$ cat src/acsc_pkg.sv
// Overview of operation
// - Start bit launches conversion, clears when done.
// - Start writes during conversion do not restart it; only their output-enable bit takes effect.
// - Reference select: zero bandgap, one supply.
// - Two-bit input select steers 4:1 mux.
// - Averaging code selects 1 to 32 conversions.
// - One conversion takes 12 conversion-clock edges.
// - Total time is 12 x average x divisor.
// - Output idles released, driven high while busy.
// - On completion result stored, output driven low.
// - Output enabled: result shifts MSB first.
// - Chip select rising after a result shift releases the output line unless the word just shifted in starts a conversion; busy and ready levels stay driven.
// - Output disabled: result never presented.
// - Each 16-bit input word to a mapped address updates a register.
// - Address 1111 writes change no register.
// - Three 12-bit DACs with defined power-up levels.
// - Shutdown zeroes DACs; wakeup restores values.
// - Standby and idle keep DAC values.
// - Sixteen bits MSB first, latched on select rising.
package acsc_pkg;

  localparam int WORD_BITS   = 16;
  localparam int ADDR_BITS   = 4;
  localparam int RESULT_BITS = 10;
  localparam int DAC_BITS    = 12;
  localparam int ACC_BITS    = 15;

  localparam logic [4:0] BIT_CNT_FULL  = 5'h10;
  localparam logic [3:0] SAMPLE_EDGE   = 4'h0;
  localparam logic [3:0] LOAD_EDGE     = 4'hB;
  localparam logic [3:0] MSB_INDEX     = 4'hA;
  localparam logic [2:0] AVG_SHIFT_MAX = 3'h5;
  localparam logic [9:0] TRIAL_MSB     = 10'h200;

  localparam logic [3:0] ADDR_ADC_CTRL = 4'h1;
  localparam logic [3:0] ADDR_DAC_FREQ = 4'h2;
  localparam logic [3:0] ADDR_DAC_GAIN = 4'h3;
  localparam logic [3:0] ADDR_DAC_AGC  = 4'h4;
  localparam logic [3:0] ADDR_POWER    = 4'h5;

  typedef struct packed {
    logic       result_output_enable;
    logic [2:0] clock_divisor;
    logic [2:0] averaging_count;
    logic [1:0] input_select;
    logic       reference_select_field;
    logic       start_convert_field;
  } acsc_cfg_t;

  localparam acsc_cfg_t CFG_RESET = acsc_cfg_t'(11'h000);

  typedef struct packed {
    logic [11:0] frequency_control_output;
    logic [11:0] gain_control_output;
    logic [11:0] auto_gain_output;
  } acsc_dac_t;

  typedef enum logic [1:0] {
    PWR_NORMAL     = 2'b00,
    PWR_IDLE       = 2'b01,
    standby_state  = 2'b10,
    shutdown_state = 2'b11
  } acsc_pwr_t;

  typedef enum logic [1:0] {
    DOUT_RELEASED = 2'b00,
    DOUT_BUSY     = 2'b01,
    DOUT_READY    = 2'b10,
    DOUT_SHIFT    = 2'b11
  } acsc_dout_t;

endpackage

$ cat src/acsc_aux_converter.sv
module acsc_aux_converter #(
  parameter logic [11:0] FREQ_DAC_PRESET = 12'h700
) (
  input  wire logic              i_core_clk,
  input  wire logic              i_nrst,
  input  wire logic              i_cs_n,
  input  wire logic              i_sclk,
  input  wire logic              i_din,
  input  wire logic              i_sar_cmp,
  output logic                   o_dout,
  output logic                   o_dout_oe,
  output logic                   o_sample,
  output logic [9:0]             o_sar_trial,
  output logic [1:0]             o_input_select,
  output logic                   o_reference_select,
  output logic                   o_adc_busy,
  output acsc_pkg::acsc_dac_t    o_dac,
  output logic                   o_dac_off
);

  function automatic logic [2:0] avg_shift(input logic [2:0] code);
    return (code > acsc_pkg::AVG_SHIFT_MAX) ? acsc_pkg::AVG_SHIFT_MAX : code;
  endfunction

  function automatic logic [6:0] div_last(input logic [2:0] code);
    return 7'((8'h01 << code) - 8'h01);
  endfunction

  // Pin synchronisers; stage two feeds logic, stage three only marks edges.
  logic [2:0] sync1;
  logic [2:0] sync2;
  logic [2:0] sync3;

  always_ff @(posedge i_core_clk or negedge i_nrst) begin
    if (!i_nrst) begin
      sync1 <= 3'h7;
      sync2 <= 3'h7;
      sync3 <= 3'h7;
    end else begin
      sync1 <= {i_cs_n, i_sclk, i_din};
      sync2 <= sync1;
      sync3 <= sync2;
    end
  end

  logic cs_n_s;
  logic din_s;
  logic cs_fall;
  logic cs_rise;
  logic sclk_rise;
  logic sclk_fall;

  assign cs_n_s    = sync2[2];
  assign din_s     = sync2[0];
  assign cs_fall   = sync3[2] & ~sync2[2];
  assign cs_rise   = ~sync3[2] & sync2[2];
  assign sclk_rise = ~sync3[1] & sync2[1];
  assign sclk_fall = sync3[1] & ~sync2[1];

  logic [15:0]           shift_in;
  logic [4:0]            bit_cnt;
  acsc_pkg::acsc_cfg_t   cfg;
  acsc_pkg::acsc_cfg_t   run;
  logic                  busy;
  logic [6:0]            div_cnt;
  logic [3:0]            edge_cnt;
  logic [4:0]            avg_cnt;
  logic [14:0]           acc;
  logic [9:0]            trial;
  logic [9:0]            result;
  logic [9:0]            out_shift;
  acsc_pkg::acsc_dout_t  dstate;
  acsc_pkg::acsc_dac_t   dac;
  acsc_pkg::acsc_pwr_t   pwr;

  logic [15:0]           next_shift_in;
  logic [4:0]            next_bit_cnt;
  acsc_pkg::acsc_cfg_t   next_cfg;
  acsc_pkg::acsc_cfg_t   next_run;
  logic                  next_busy;
  logic [6:0]            next_div_cnt;
  logic [3:0]            next_edge_cnt;
  logic [4:0]            next_avg_cnt;
  logic [14:0]           next_acc;
  logic [9:0]            next_trial;
  logic [9:0]            next_result;
  logic [9:0]            next_out_shift;
  acsc_pkg::acsc_dout_t  next_dstate;
  acsc_pkg::acsc_dac_t   next_dac;
  acsc_pkg::acsc_pwr_t   next_pwr;
  logic                  next_dout;
  logic                  next_sample;
  acsc_pkg::acsc_dac_t   next_o_dac;

  logic                  latch;
  logic [3:0]            wr_addr;
  logic [11:0]           wr_data;
  acsc_pkg::acsc_cfg_t   wr_cfg;
  logic                  tick;
  logic                  last_conv;
  logic                  done;
  logic [3:0]            bit_idx;
  logic [14:0]           sum;

  assign latch     = cs_rise && (bit_cnt == acsc_pkg::BIT_CNT_FULL);
  assign wr_addr   = shift_in[15:12];
  assign wr_data   = shift_in[11:0];
  assign wr_cfg    = acsc_pkg::acsc_cfg_t'(wr_data[10:0]);
  assign tick      = busy && (div_cnt == div_last(run.clock_divisor));
  assign last_conv = avg_cnt == 5'((6'h01 << avg_shift(run.averaging_count)) - 6'h01);
  assign done      = tick && (edge_cnt == acsc_pkg::LOAD_EDGE) && last_conv;
  assign bit_idx   = acsc_pkg::MSB_INDEX - edge_cnt;
  assign sum       = acc + 15'(trial);

  always_comb begin
    next_shift_in  = shift_in;
    next_bit_cnt   = bit_cnt;
    next_cfg       = cfg;
    next_run       = run;
    next_busy      = busy;
    next_div_cnt   = div_cnt;
    next_edge_cnt  = edge_cnt;
    next_avg_cnt   = avg_cnt;
    next_acc       = acc;
    next_trial     = trial;
    next_result    = result;
    next_out_shift = out_shift;
    next_dstate    = dstate;
    next_dac       = dac;
    next_pwr       = pwr;

    // Serial input runs whatever the output line is doing.
    if (cs_fall) begin
      next_bit_cnt = 5'h00;
    end else if (!cs_n_s && sclk_rise) begin
      next_shift_in = {shift_in[14:0], din_s};
      if (bit_cnt != acsc_pkg::BIT_CNT_FULL) begin
        next_bit_cnt = bit_cnt + 5'h01;
      end
    end

    // Conversion engine, advanced once per conversion-clock enable.
    if (tick) begin
      next_div_cnt = 7'h00;
      if (edge_cnt == acsc_pkg::SAMPLE_EDGE) begin
        next_trial = acsc_pkg::TRIAL_MSB;
        next_edge_cnt = edge_cnt + 4'h1;
      end else if (edge_cnt == acsc_pkg::LOAD_EDGE) begin
        next_acc = sum;
        next_edge_cnt = acsc_pkg::SAMPLE_EDGE;
        next_avg_cnt = avg_cnt + 5'h01;
        if (done) begin
          next_result = 10'(sum >> avg_shift(run.averaging_count));
          next_busy = 1'b0;
          next_dstate = acsc_pkg::DOUT_READY;
        end
      end else begin
        next_trial[bit_idx] = i_sar_cmp;
        if (bit_idx != 4'h0) begin
          next_trial[bit_idx - 4'h1] = 1'b1;
        end
        next_edge_cnt = edge_cnt + 4'h1;
      end
    end else if (busy) begin
      next_div_cnt = div_cnt + 7'h01;
    end

    // Output line sequencing.
    unique case (dstate)
      acsc_pkg::DOUT_RELEASED: begin
      end
      acsc_pkg::DOUT_BUSY: begin
      end
      acsc_pkg::DOUT_READY: begin
        if (cs_fall) begin
          if (cfg.result_output_enable) begin
            next_dstate = acsc_pkg::DOUT_SHIFT;
            next_out_shift = result;
          end else begin
            next_dstate = acsc_pkg::DOUT_RELEASED;
          end
        end
      end
      acsc_pkg::DOUT_SHIFT: begin
        if (cs_rise) begin
          next_dstate = acsc_pkg::DOUT_RELEASED;
        end else if (!cs_n_s && sclk_fall) begin
          next_out_shift = {out_shift[8:0], 1'b0};
        end
      end
    endcase

    // Register writes; unlisted addresses, 1111 among them, fall through untouched.
    if (latch) begin
      unique case (wr_addr)
        acsc_pkg::ADDR_ADC_CTRL: begin
          next_cfg = wr_cfg;
          if (busy) begin
            next_cfg.start_convert_field = cfg.start_convert_field;
          end else if (wr_cfg.start_convert_field) begin
            next_run = wr_cfg;
            next_busy = 1'b1;
            next_div_cnt = 7'h00;
            next_edge_cnt = acsc_pkg::SAMPLE_EDGE;
            next_avg_cnt = 5'h00;
            next_acc = 15'h0000;
            next_dstate = acsc_pkg::DOUT_BUSY;
          end
        end
        acsc_pkg::ADDR_DAC_FREQ: next_dac.frequency_control_output = wr_data;
        acsc_pkg::ADDR_DAC_GAIN: next_dac.gain_control_output = wr_data;
        acsc_pkg::ADDR_DAC_AGC:  next_dac.auto_gain_output = wr_data;
        acsc_pkg::ADDR_POWER:    next_pwr = acsc_pkg::acsc_pwr_t'(wr_data[1:0]);
        default: begin
        end
      endcase
    end
    next_cfg.start_convert_field = next_busy;

    unique case (next_dstate)
      acsc_pkg::DOUT_BUSY:  next_dout = 1'b1;
      acsc_pkg::DOUT_SHIFT: next_dout = next_out_shift[9];
      default:              next_dout = 1'b0;
    endcase

    next_sample = tick && (edge_cnt == acsc_pkg::SAMPLE_EDGE);
    // Stored codes survive shutdown so wakeup restores them.
    next_o_dac = (next_pwr == acsc_pkg::shutdown_state) ? acsc_pkg::acsc_dac_t'(36'h0) : next_dac;
  end

  always_ff @(posedge i_core_clk or negedge i_nrst) begin
    if (!i_nrst) begin
      shift_in           <= 16'h0000;
      bit_cnt            <= 5'h00;
      cfg                <= acsc_pkg::CFG_RESET;
      run                <= acsc_pkg::CFG_RESET;
      busy               <= 1'b0;
      div_cnt            <= 7'h00;
      edge_cnt           <= 4'h0;
      avg_cnt            <= 5'h00;
      acc                <= 15'h0000;
      trial              <= 10'h000;
      result             <= 10'h000;
      out_shift          <= 10'h000;
      dstate             <= acsc_pkg::DOUT_RELEASED;
      dac                <= {FREQ_DAC_PRESET, 12'h000, 12'h000};
      pwr                <= acsc_pkg::PWR_NORMAL;
      o_dout             <= 1'b0;
      o_dout_oe          <= 1'b0;
      o_sample           <= 1'b0;
      o_sar_trial        <= 10'h000;
      o_input_select     <= 2'h0;
      o_reference_select <= 1'b0;
      o_adc_busy         <= 1'b0;
      o_dac              <= {FREQ_DAC_PRESET, 12'h000, 12'h000};
      o_dac_off          <= 1'b0;
    end else begin
      shift_in           <= next_shift_in;
      bit_cnt            <= next_bit_cnt;
      cfg                <= next_cfg;
      run                <= next_run;
      busy               <= next_busy;
      div_cnt            <= next_div_cnt;
      edge_cnt           <= next_edge_cnt;
      avg_cnt            <= next_avg_cnt;
      acc                <= next_acc;
      trial              <= next_trial;
      result             <= next_result;
      out_shift          <= next_out_shift;
      dstate             <= next_dstate;
      dac                <= next_dac;
      pwr                <= next_pwr;
      o_dout             <= next_dout;
      o_dout_oe          <= next_dstate != acsc_pkg::DOUT_RELEASED;
      o_sample           <= next_sample;
      o_sar_trial        <= next_trial;
      o_input_select     <= next_run.input_select;
      o_reference_select <= next_run.reference_select_field;
      o_adc_busy         <= next_busy;
      o_dac              <= next_o_dac;
      o_dac_off          <= next_pwr == acsc_pkg::shutdown_state;
    end
  end
endmodule

$ cat config.mk
export PLATFORM = sky130hd
export DESIGN_NAME = acsc_aux_converter
export DESIGN_NICKNAME = d
export VERILOG_FILES = /design/src/acsc_pkg.sv /design/src/acsc_aux_converter.sv
export SDC_FILE = /design/constraint.sdc
export NUM_CORES = 1
export LEC_CHECK = 0
export BUFFER_PORTS_ARGS = -buffer_cell sky130_fd_sc_hd__buf_4
export CORE_MARGIN = 2
export CORE_UTILIZATION = 61
export CTS_CLUSTER_SIZE = 16
export DETAILED_ROUTE_END_ITERATION = 10
export PLACE_DENSITY = 0.8
export SYNTH_ARGS = -nofsm -noshare
export SYNTH_HDL_FRONTEND = slang
export SYNTH_SLANG_ARGS = --single-unit
$ cat constraint.sdc
create_clock -name i_core_clk -period 6.2 [get_ports i_core_clk]
set_input_delay 1.24 -clock i_core_clk [delete_from_list [all_inputs] [get_ports i_core_clk]]
set_output_delay 1.24 -clock i_core_clk [all_outputs]
set_load 0.05 [all_outputs]
==> flow_summary.json, run 1 <==
{
  "ys_types": 81,
  "start_kind": "flop",
  "cts_setup_buffers": 0,
  "grt_first_pass_wirelength_um": 33500,
  "p_int_w": 0.00179,
  "synthToLayoutAreaGrowth_pct": 11.9,
  "hold-path-cell-count": 0,
  "dpl-instance-area_um2": 9450,
  "ys_ff_latch": 181,
  "grt_use_total": 0.263,
  "postRouteWirelength_um": 19500,
  "fillCellCount": 1032,
  "wl_per_cell_um": 18.0,
  "rsz0062_at_grt": "false",
  "slew-limit-headroom": 0.206,
  "p_total_w": 0.00235,
  "end_kind": "flop",
  "synth_top_area_frac": 0.466,
  "syn_area_um2": 8970,
  "yosys_most_used_dff": "dfrtp_1",
  "core_um2": 14400,
  "hold_start": "sync1[2]",
  "synth_top_area_cell": "dfrtp_1",
  "gp_congestion": 0.903,
  "cts_buffers": 17,
  "layout-drive-gt1-share": 0.216,
  "antenna_left": 0,
  "antennaDiodeCount": 0,
  "period_needed_ps": 4030,
  "finClkSkew_ps": 9.81,
  "cts.repair.resized": 0,
  "power_frac_comb": 0.022,
  "synth_warnings": 0,
  "grt_pass1_vias": 6725,
  "synthTopCellsByCount": "dfrtp_1 (167), nand2_1 (94), nor2_1 (59)",
  "met2_usage": 0.441,
  "async_flop_share": 1.00,
  "htreeDepth": 4,
  "die_area_um2": 15700,
  "antenna_found_initial": 0,
  "power_frac_clock": 0.455,
  "leakagePower_nw": 4.96,
  "syn_inst": 842,
  "clkSlewWorstSetupHoldPaths_ps": 70,
  "grt_max_degree": 80,
  "worstSetupPathType": "flop to flop",
  "clk_latency_ps": 440,
  "drt_pre_antenna_iters": 5,
  "drc_errors": 0,
  "slew_violations": 0,
  "max_freq_ghz": 0.248,
  "cts.sinks": 181,
  "viasPerCell": 6.03,
  "drtIter0Drc": 506,
  "clockBufferDepth": 2,
  "synth_area_leaders": "dfrtp_1 (47%), mux2_2 (7.3%), dfstp_2 (4.1%)",
  "hold_buffers": 0,
  "avgSynthCellArea_um2": 10.6,
  "setup_viol": 0,
  "swShare": 0.238,
  "period_share": 0.650,
  "vias": 6534,
  "seqPwrFrac": 0.523,
  "synth-seq-area-share": 0.507,
  "dp_hpwl_um": 13500,
  "cts_tree": "done",
  "multi_input_area_um2": 4060,
  "finalHoldViolCount": 0,
  "grt_util_met1": 0.348,
  "stdcell_area_um2": 10000,
  "use_met3": 0.0462,
  "synth_edf_count": 0,
  "cap_violations": 0,
  "gr-total-overflow": 0,
  "power_density_nw_per_um2": 234,
  "synth_nets": 871,
  "die_x_um": 125,
  "path_max_fanout": 39,
  "finalNetCount": 915,
  "rows": 44,
  "io_buffers": 59,
  "grt_busiest_layer": "met2",
  "hold_ws_ps": 356,
  "ioPinCount": 60,
  "holdCritPathClass": "flop to flop",
  "tns_ps": 0,
  "regToRegSetupSlack_ps": 2170,
  "r2r_cells": 10,
  "hold-path-endpoint": "sync2[2]",
  "peakVddDrop_mv": 0.162,
  "cts-root-buf": "clkbuf_16",
  "arrival_ps": 4350,
  "power_switching_w": 0.000560,
  "register_area_um2": 4550,
  "rr_startpoint": "run[9]",
  "cp.required_ps": 6520,
  "worstMarginPinSlew_ps": 1180,
  "synth_most_common_cell": "dfrtp_1",
  "status": "finished, final reports clean",
  "start_util": 0.622,
  "fp.dieH_um": 125,
  "timing.rr.end": "o_dout_oe"
}
-- area by class of cell --
type | instances | share of cell area
timing repair buffer | 66 | 0.0498
sequential | 181 | 0.453
inverter | 30 | 0.0112
multi-input combinational | 590 | 0.405
clock buffer | 17 | 0.0424
clock inverter | 15 | 0.0157
tap | 184 | 0.0229
-- registers in the layout, summed over array words and instances, names as in the netlist, 5 cells and up --
signal     count
avg_cnt        5
div_cnt        7
shift_in      16
run            9
dac           36
out_shift     10
bit_cnt        5
o_dac         36
result        10
trial         10
acc           15
-- placed cells by master (no fill, tap or decap), types with 6 or more instances in the layout --
cell / instances
clkbuf_16: 17
a22oi_1: 11
nor3_1: 10
dfstp_2: 14
a21oi_1: 26
o211ai_1: 12
or3_1: 6
o21ai_0: 39
nand2_1: 94
nor2_1: 59
nor2b_1: 44
xor2_1: 15
nand4_1: 10
inv_1: 28
o31ai_1: 7
xnor2_1: 16
dfrtp_1: 167
buf_4: 65
mux2_2: 58
nand3_1: 24
mux2i_1: 18
o21a_1: 6
inv_6: 6
nand2b_1: 9
ha_1: 22
-- worst max-delay path, cell delays in order, from the launching register on --
cell and delay [ps]:
dfrtp_1 500, or3_1 420, ha_1 300, xor2_1 260, nand4_1 220, a32oi_4 300
nand4_2 140, buf_4 280, nor3_2 990, o21ai_0 290, nand2b_1 220
-- worst max path at each step --
stage | from | endpoint | slack, ps | cells after the start
after floorplan | trial[0] | result[9] | 3160 | 9
after global placement | run[9] | o_dout_oe | 2500 | 10
after detailed placement | run[9] | o_dout_oe | 2190 | 10
after CTS | run[9] | o_dout_oe | 2160 | 10
after global routing | run[9] | o_dout_oe | 1860 | 10
final | run[9] | o_dout_oe | 2170 | 10
-- stage by stage --
stage                      util  cells  setup slack, ps
final                     0.696   1083             2170
after global routing      0.696   1083             1860
after CTS                 0.696   1083             2160
after detailed placement  0.655   1051             2190
after global placement    0.655   1051             2500
after floorplan               -    842             3160
-- per-layer routing --
metal	share of wire	vias to the layer above
met1	0.44	3273
li1	-	3061
met2	0.50	169
met5	0	-
met3	0.036	31
met4	0.021	0
-- power groups by stage --
stage	sequential (W)	clock (W)	combinational, W
2_1_floorplan	0.00124	0	0.0000221
3_3_place_gp	0.00125	0	0.0000497
3_5_place_dp	0.00125	0	0.0000525
4_1_cts	0.00123	0.00109	0.0000538
5_1_grt	0.00123	0.00113	0.0000599
6_report	0.00123	0.00107	0.0000513
-- cells by family after synthesis --
group           after synthesis  share of synthesized area
buf+inv                      71                     0.0402
flops                       181                      0.507
compound gates              168                      0.132
xor+xnor                     31                     0.0303
simple gates                292                      0.165
fa+ha+maj                    23                     0.0329
mux                          76                     0.0929
(Power assumes the default switching activity.)
==> inputs of run 2 (changes only) <==
clock period = 3.8 ns   (was 6.2 ns; I/O delays follow)
==> run 2 against run 1 <==
Setup slack lost 1600 ps. Highest routed layer unchanged. Via count shrank 0.83%. Critical path depth shrank 1. Combinational power grew 70%. Hold slack lost 97 ps.
==> flow_summary.json, run 2 (synthesis results as in run 1) <==
{
  "grt_pass1_vias": 6516,
  "worstMarginPinSlew_ps": 1000,
  "dpl-instance-area_um2": 9510,
  "rsz0062_at_grt": "false",
  "finalHoldViolCount": 0,
  "finClkSkew_ps": 13.0,
  "cts.repair.resized": 0,
  "ioPinCount": 60,
  "slew-limit-headroom": 0.330,
  "setup_viol": 0,
  "rr_startpoint": "trial[0]",
  "start_util": 0.622,
  "largest_registers": "dac x36, o_dac x36, shift_in x16",
  "layout_common_cells": "dfrtp_1 (167), nand2_1 (94), buf_4 (70), nor2_1 (59), mux2_2 (58)",
  "antennaDiodeCount": 0,
  "cts-root-buf": "clkbuf_16",
  "start_kind": "flop",
  "leakagePower_nw": 5.00,
  "final-instance-count-excl-fill": 1089,
  "max_freq_ghz": 0.306,
  "drc_errors": 0,
  "antenna_found_initial": 0,
  "fp.dieH_um": 125,
  "holdCritPathClass": "primary input to async pin",
  "postRouteWirelength_um": 19500,
  "io_buffers": 59,
  "wl_per_cell_um": 17.9,
  "peakVddDrop_mv": 0.362,
  "end_kind": "flop",
  "slew_violations": 0,
  "drt_pre_antenna_iters": 5,
  "hold_ws_ps": 259,
  "viasPerCell": 5.95,
  "r2r_cells": 9,
  "tns_ps": 0,
  "arrival_ps": 3570,
  "clockBufferDepth": 2,
  "clkSlewWorstSetupHoldPaths_ps": 70,
  "grt_use_total": 0.258,
  "grt_max_degree": 95,
  "period_needed_ps": 3270,
  "cap_violations": 0,
  "gp_congestion": 0.887,
  "path_max_fanout": 6,
  "timing.rr.end": "result[9]",
  "hold_buffers": 0,
  "cts_buffers": 17,
  "drtIter0Drc": 442,
  "htreeDepth": 4,
  "rows": 44,
  "antenna_left": 0,
  "power_density_nw_per_um2": 379,
  "layout_commonest_cell": "dfrtp_1",
  "layout-drive-gt1-share": 0.220,
  "setup_slack_ps": 535,
  "core_um2": 14400,
  "cts_setup_buffers": 0,
  "gr-total-overflow": 0,
  "vias": 6480,
  "status": "finished, final reports clean",
  "dp.cells": 1057,
  "crit_chain": "ha_1 > fa_1 > a211oi_2 > o21bai_1 > o211a_1 > a2111oi_0 > nor2_1 > o311ai_1 > o211ai_2",
  "cpMaxStageDelayCell": "a2111oi_0",
  "stdcell_area_um2": 10100,
  "regToRegSetupSlack_ps": 530,
  "cp.required_ps": 4110,
  "worstSetupPathType": "flop to flop",
  "dp_worst_setup_slack_ps": 582,
  "finalNetCount": 921,
  "synthToLayoutAreaGrowth_pct": 12.7,
  "crit_path_max_incr_delay_ps": 720,
  "die_x_um": 125,
  "die_area_um2": 15700,
  "grt_first_pass_wirelength_um": 32900,
  "cts_tree": "done",
  "period_share": 0.859,
  "cts.sinks": 181,
  "dp_hpwl_um": 13300,
  "clk_latency_ps": 440
}
run 2: layout make-up:
cell class                 count  area, um^2
clock buffer                  18         429
clock inverter                14         166
fill                        1006        4320
inverter                      30         113
multi-input combinational    590        4060
sequential                   181        4550
tap                          184         230
timing repair buffer          72         557
run 2: metal layers:
metal  up-vias  track usage  part of all wire
met3        39       0.0496             0.041
li1       3063            -                 -
met4         0       0.0791             0.021
met5         -            0                 0
met2       143        0.421              0.49
met1      3235        0.354              0.45
run 2: worst max-delay path by stage:
stage,start,endpoint,slack (ps),depth (start not counted)
after detailed placement,trial[0],result[9],580,9
after CTS,trial[0],result[9],550,9
after global placement,trial[0],result[9],720,9
final,trial[0],result[9],530,9
after floorplan,trial[0],result[9],760,9
after global routing,trial[0],result[9],400,9
run 2: stage by stage:
stage	power [W]	utilization
floorplan	0.00206	-
global placement	0.00212	0.659
detailed placement	0.00213	0.659
CTS	0.00387	0.701
global route	0.00396	0.701
finish	0.00383	0.701
run 2: where the power goes:
part           switching, W   total, W  internal, W
clock network      0.000807    0.00174     0.000937
logic             0.0000552  0.0000870    0.0000318
registers         0.0000465    0.00200      0.00196
run 2: worst max-delay path: cells and delay by family (launching register included):
kind            cells  cell delay [ps]
flops               1              400
fa+ha+maj           2              710
simple gates        1              100
compound gates      6             1940
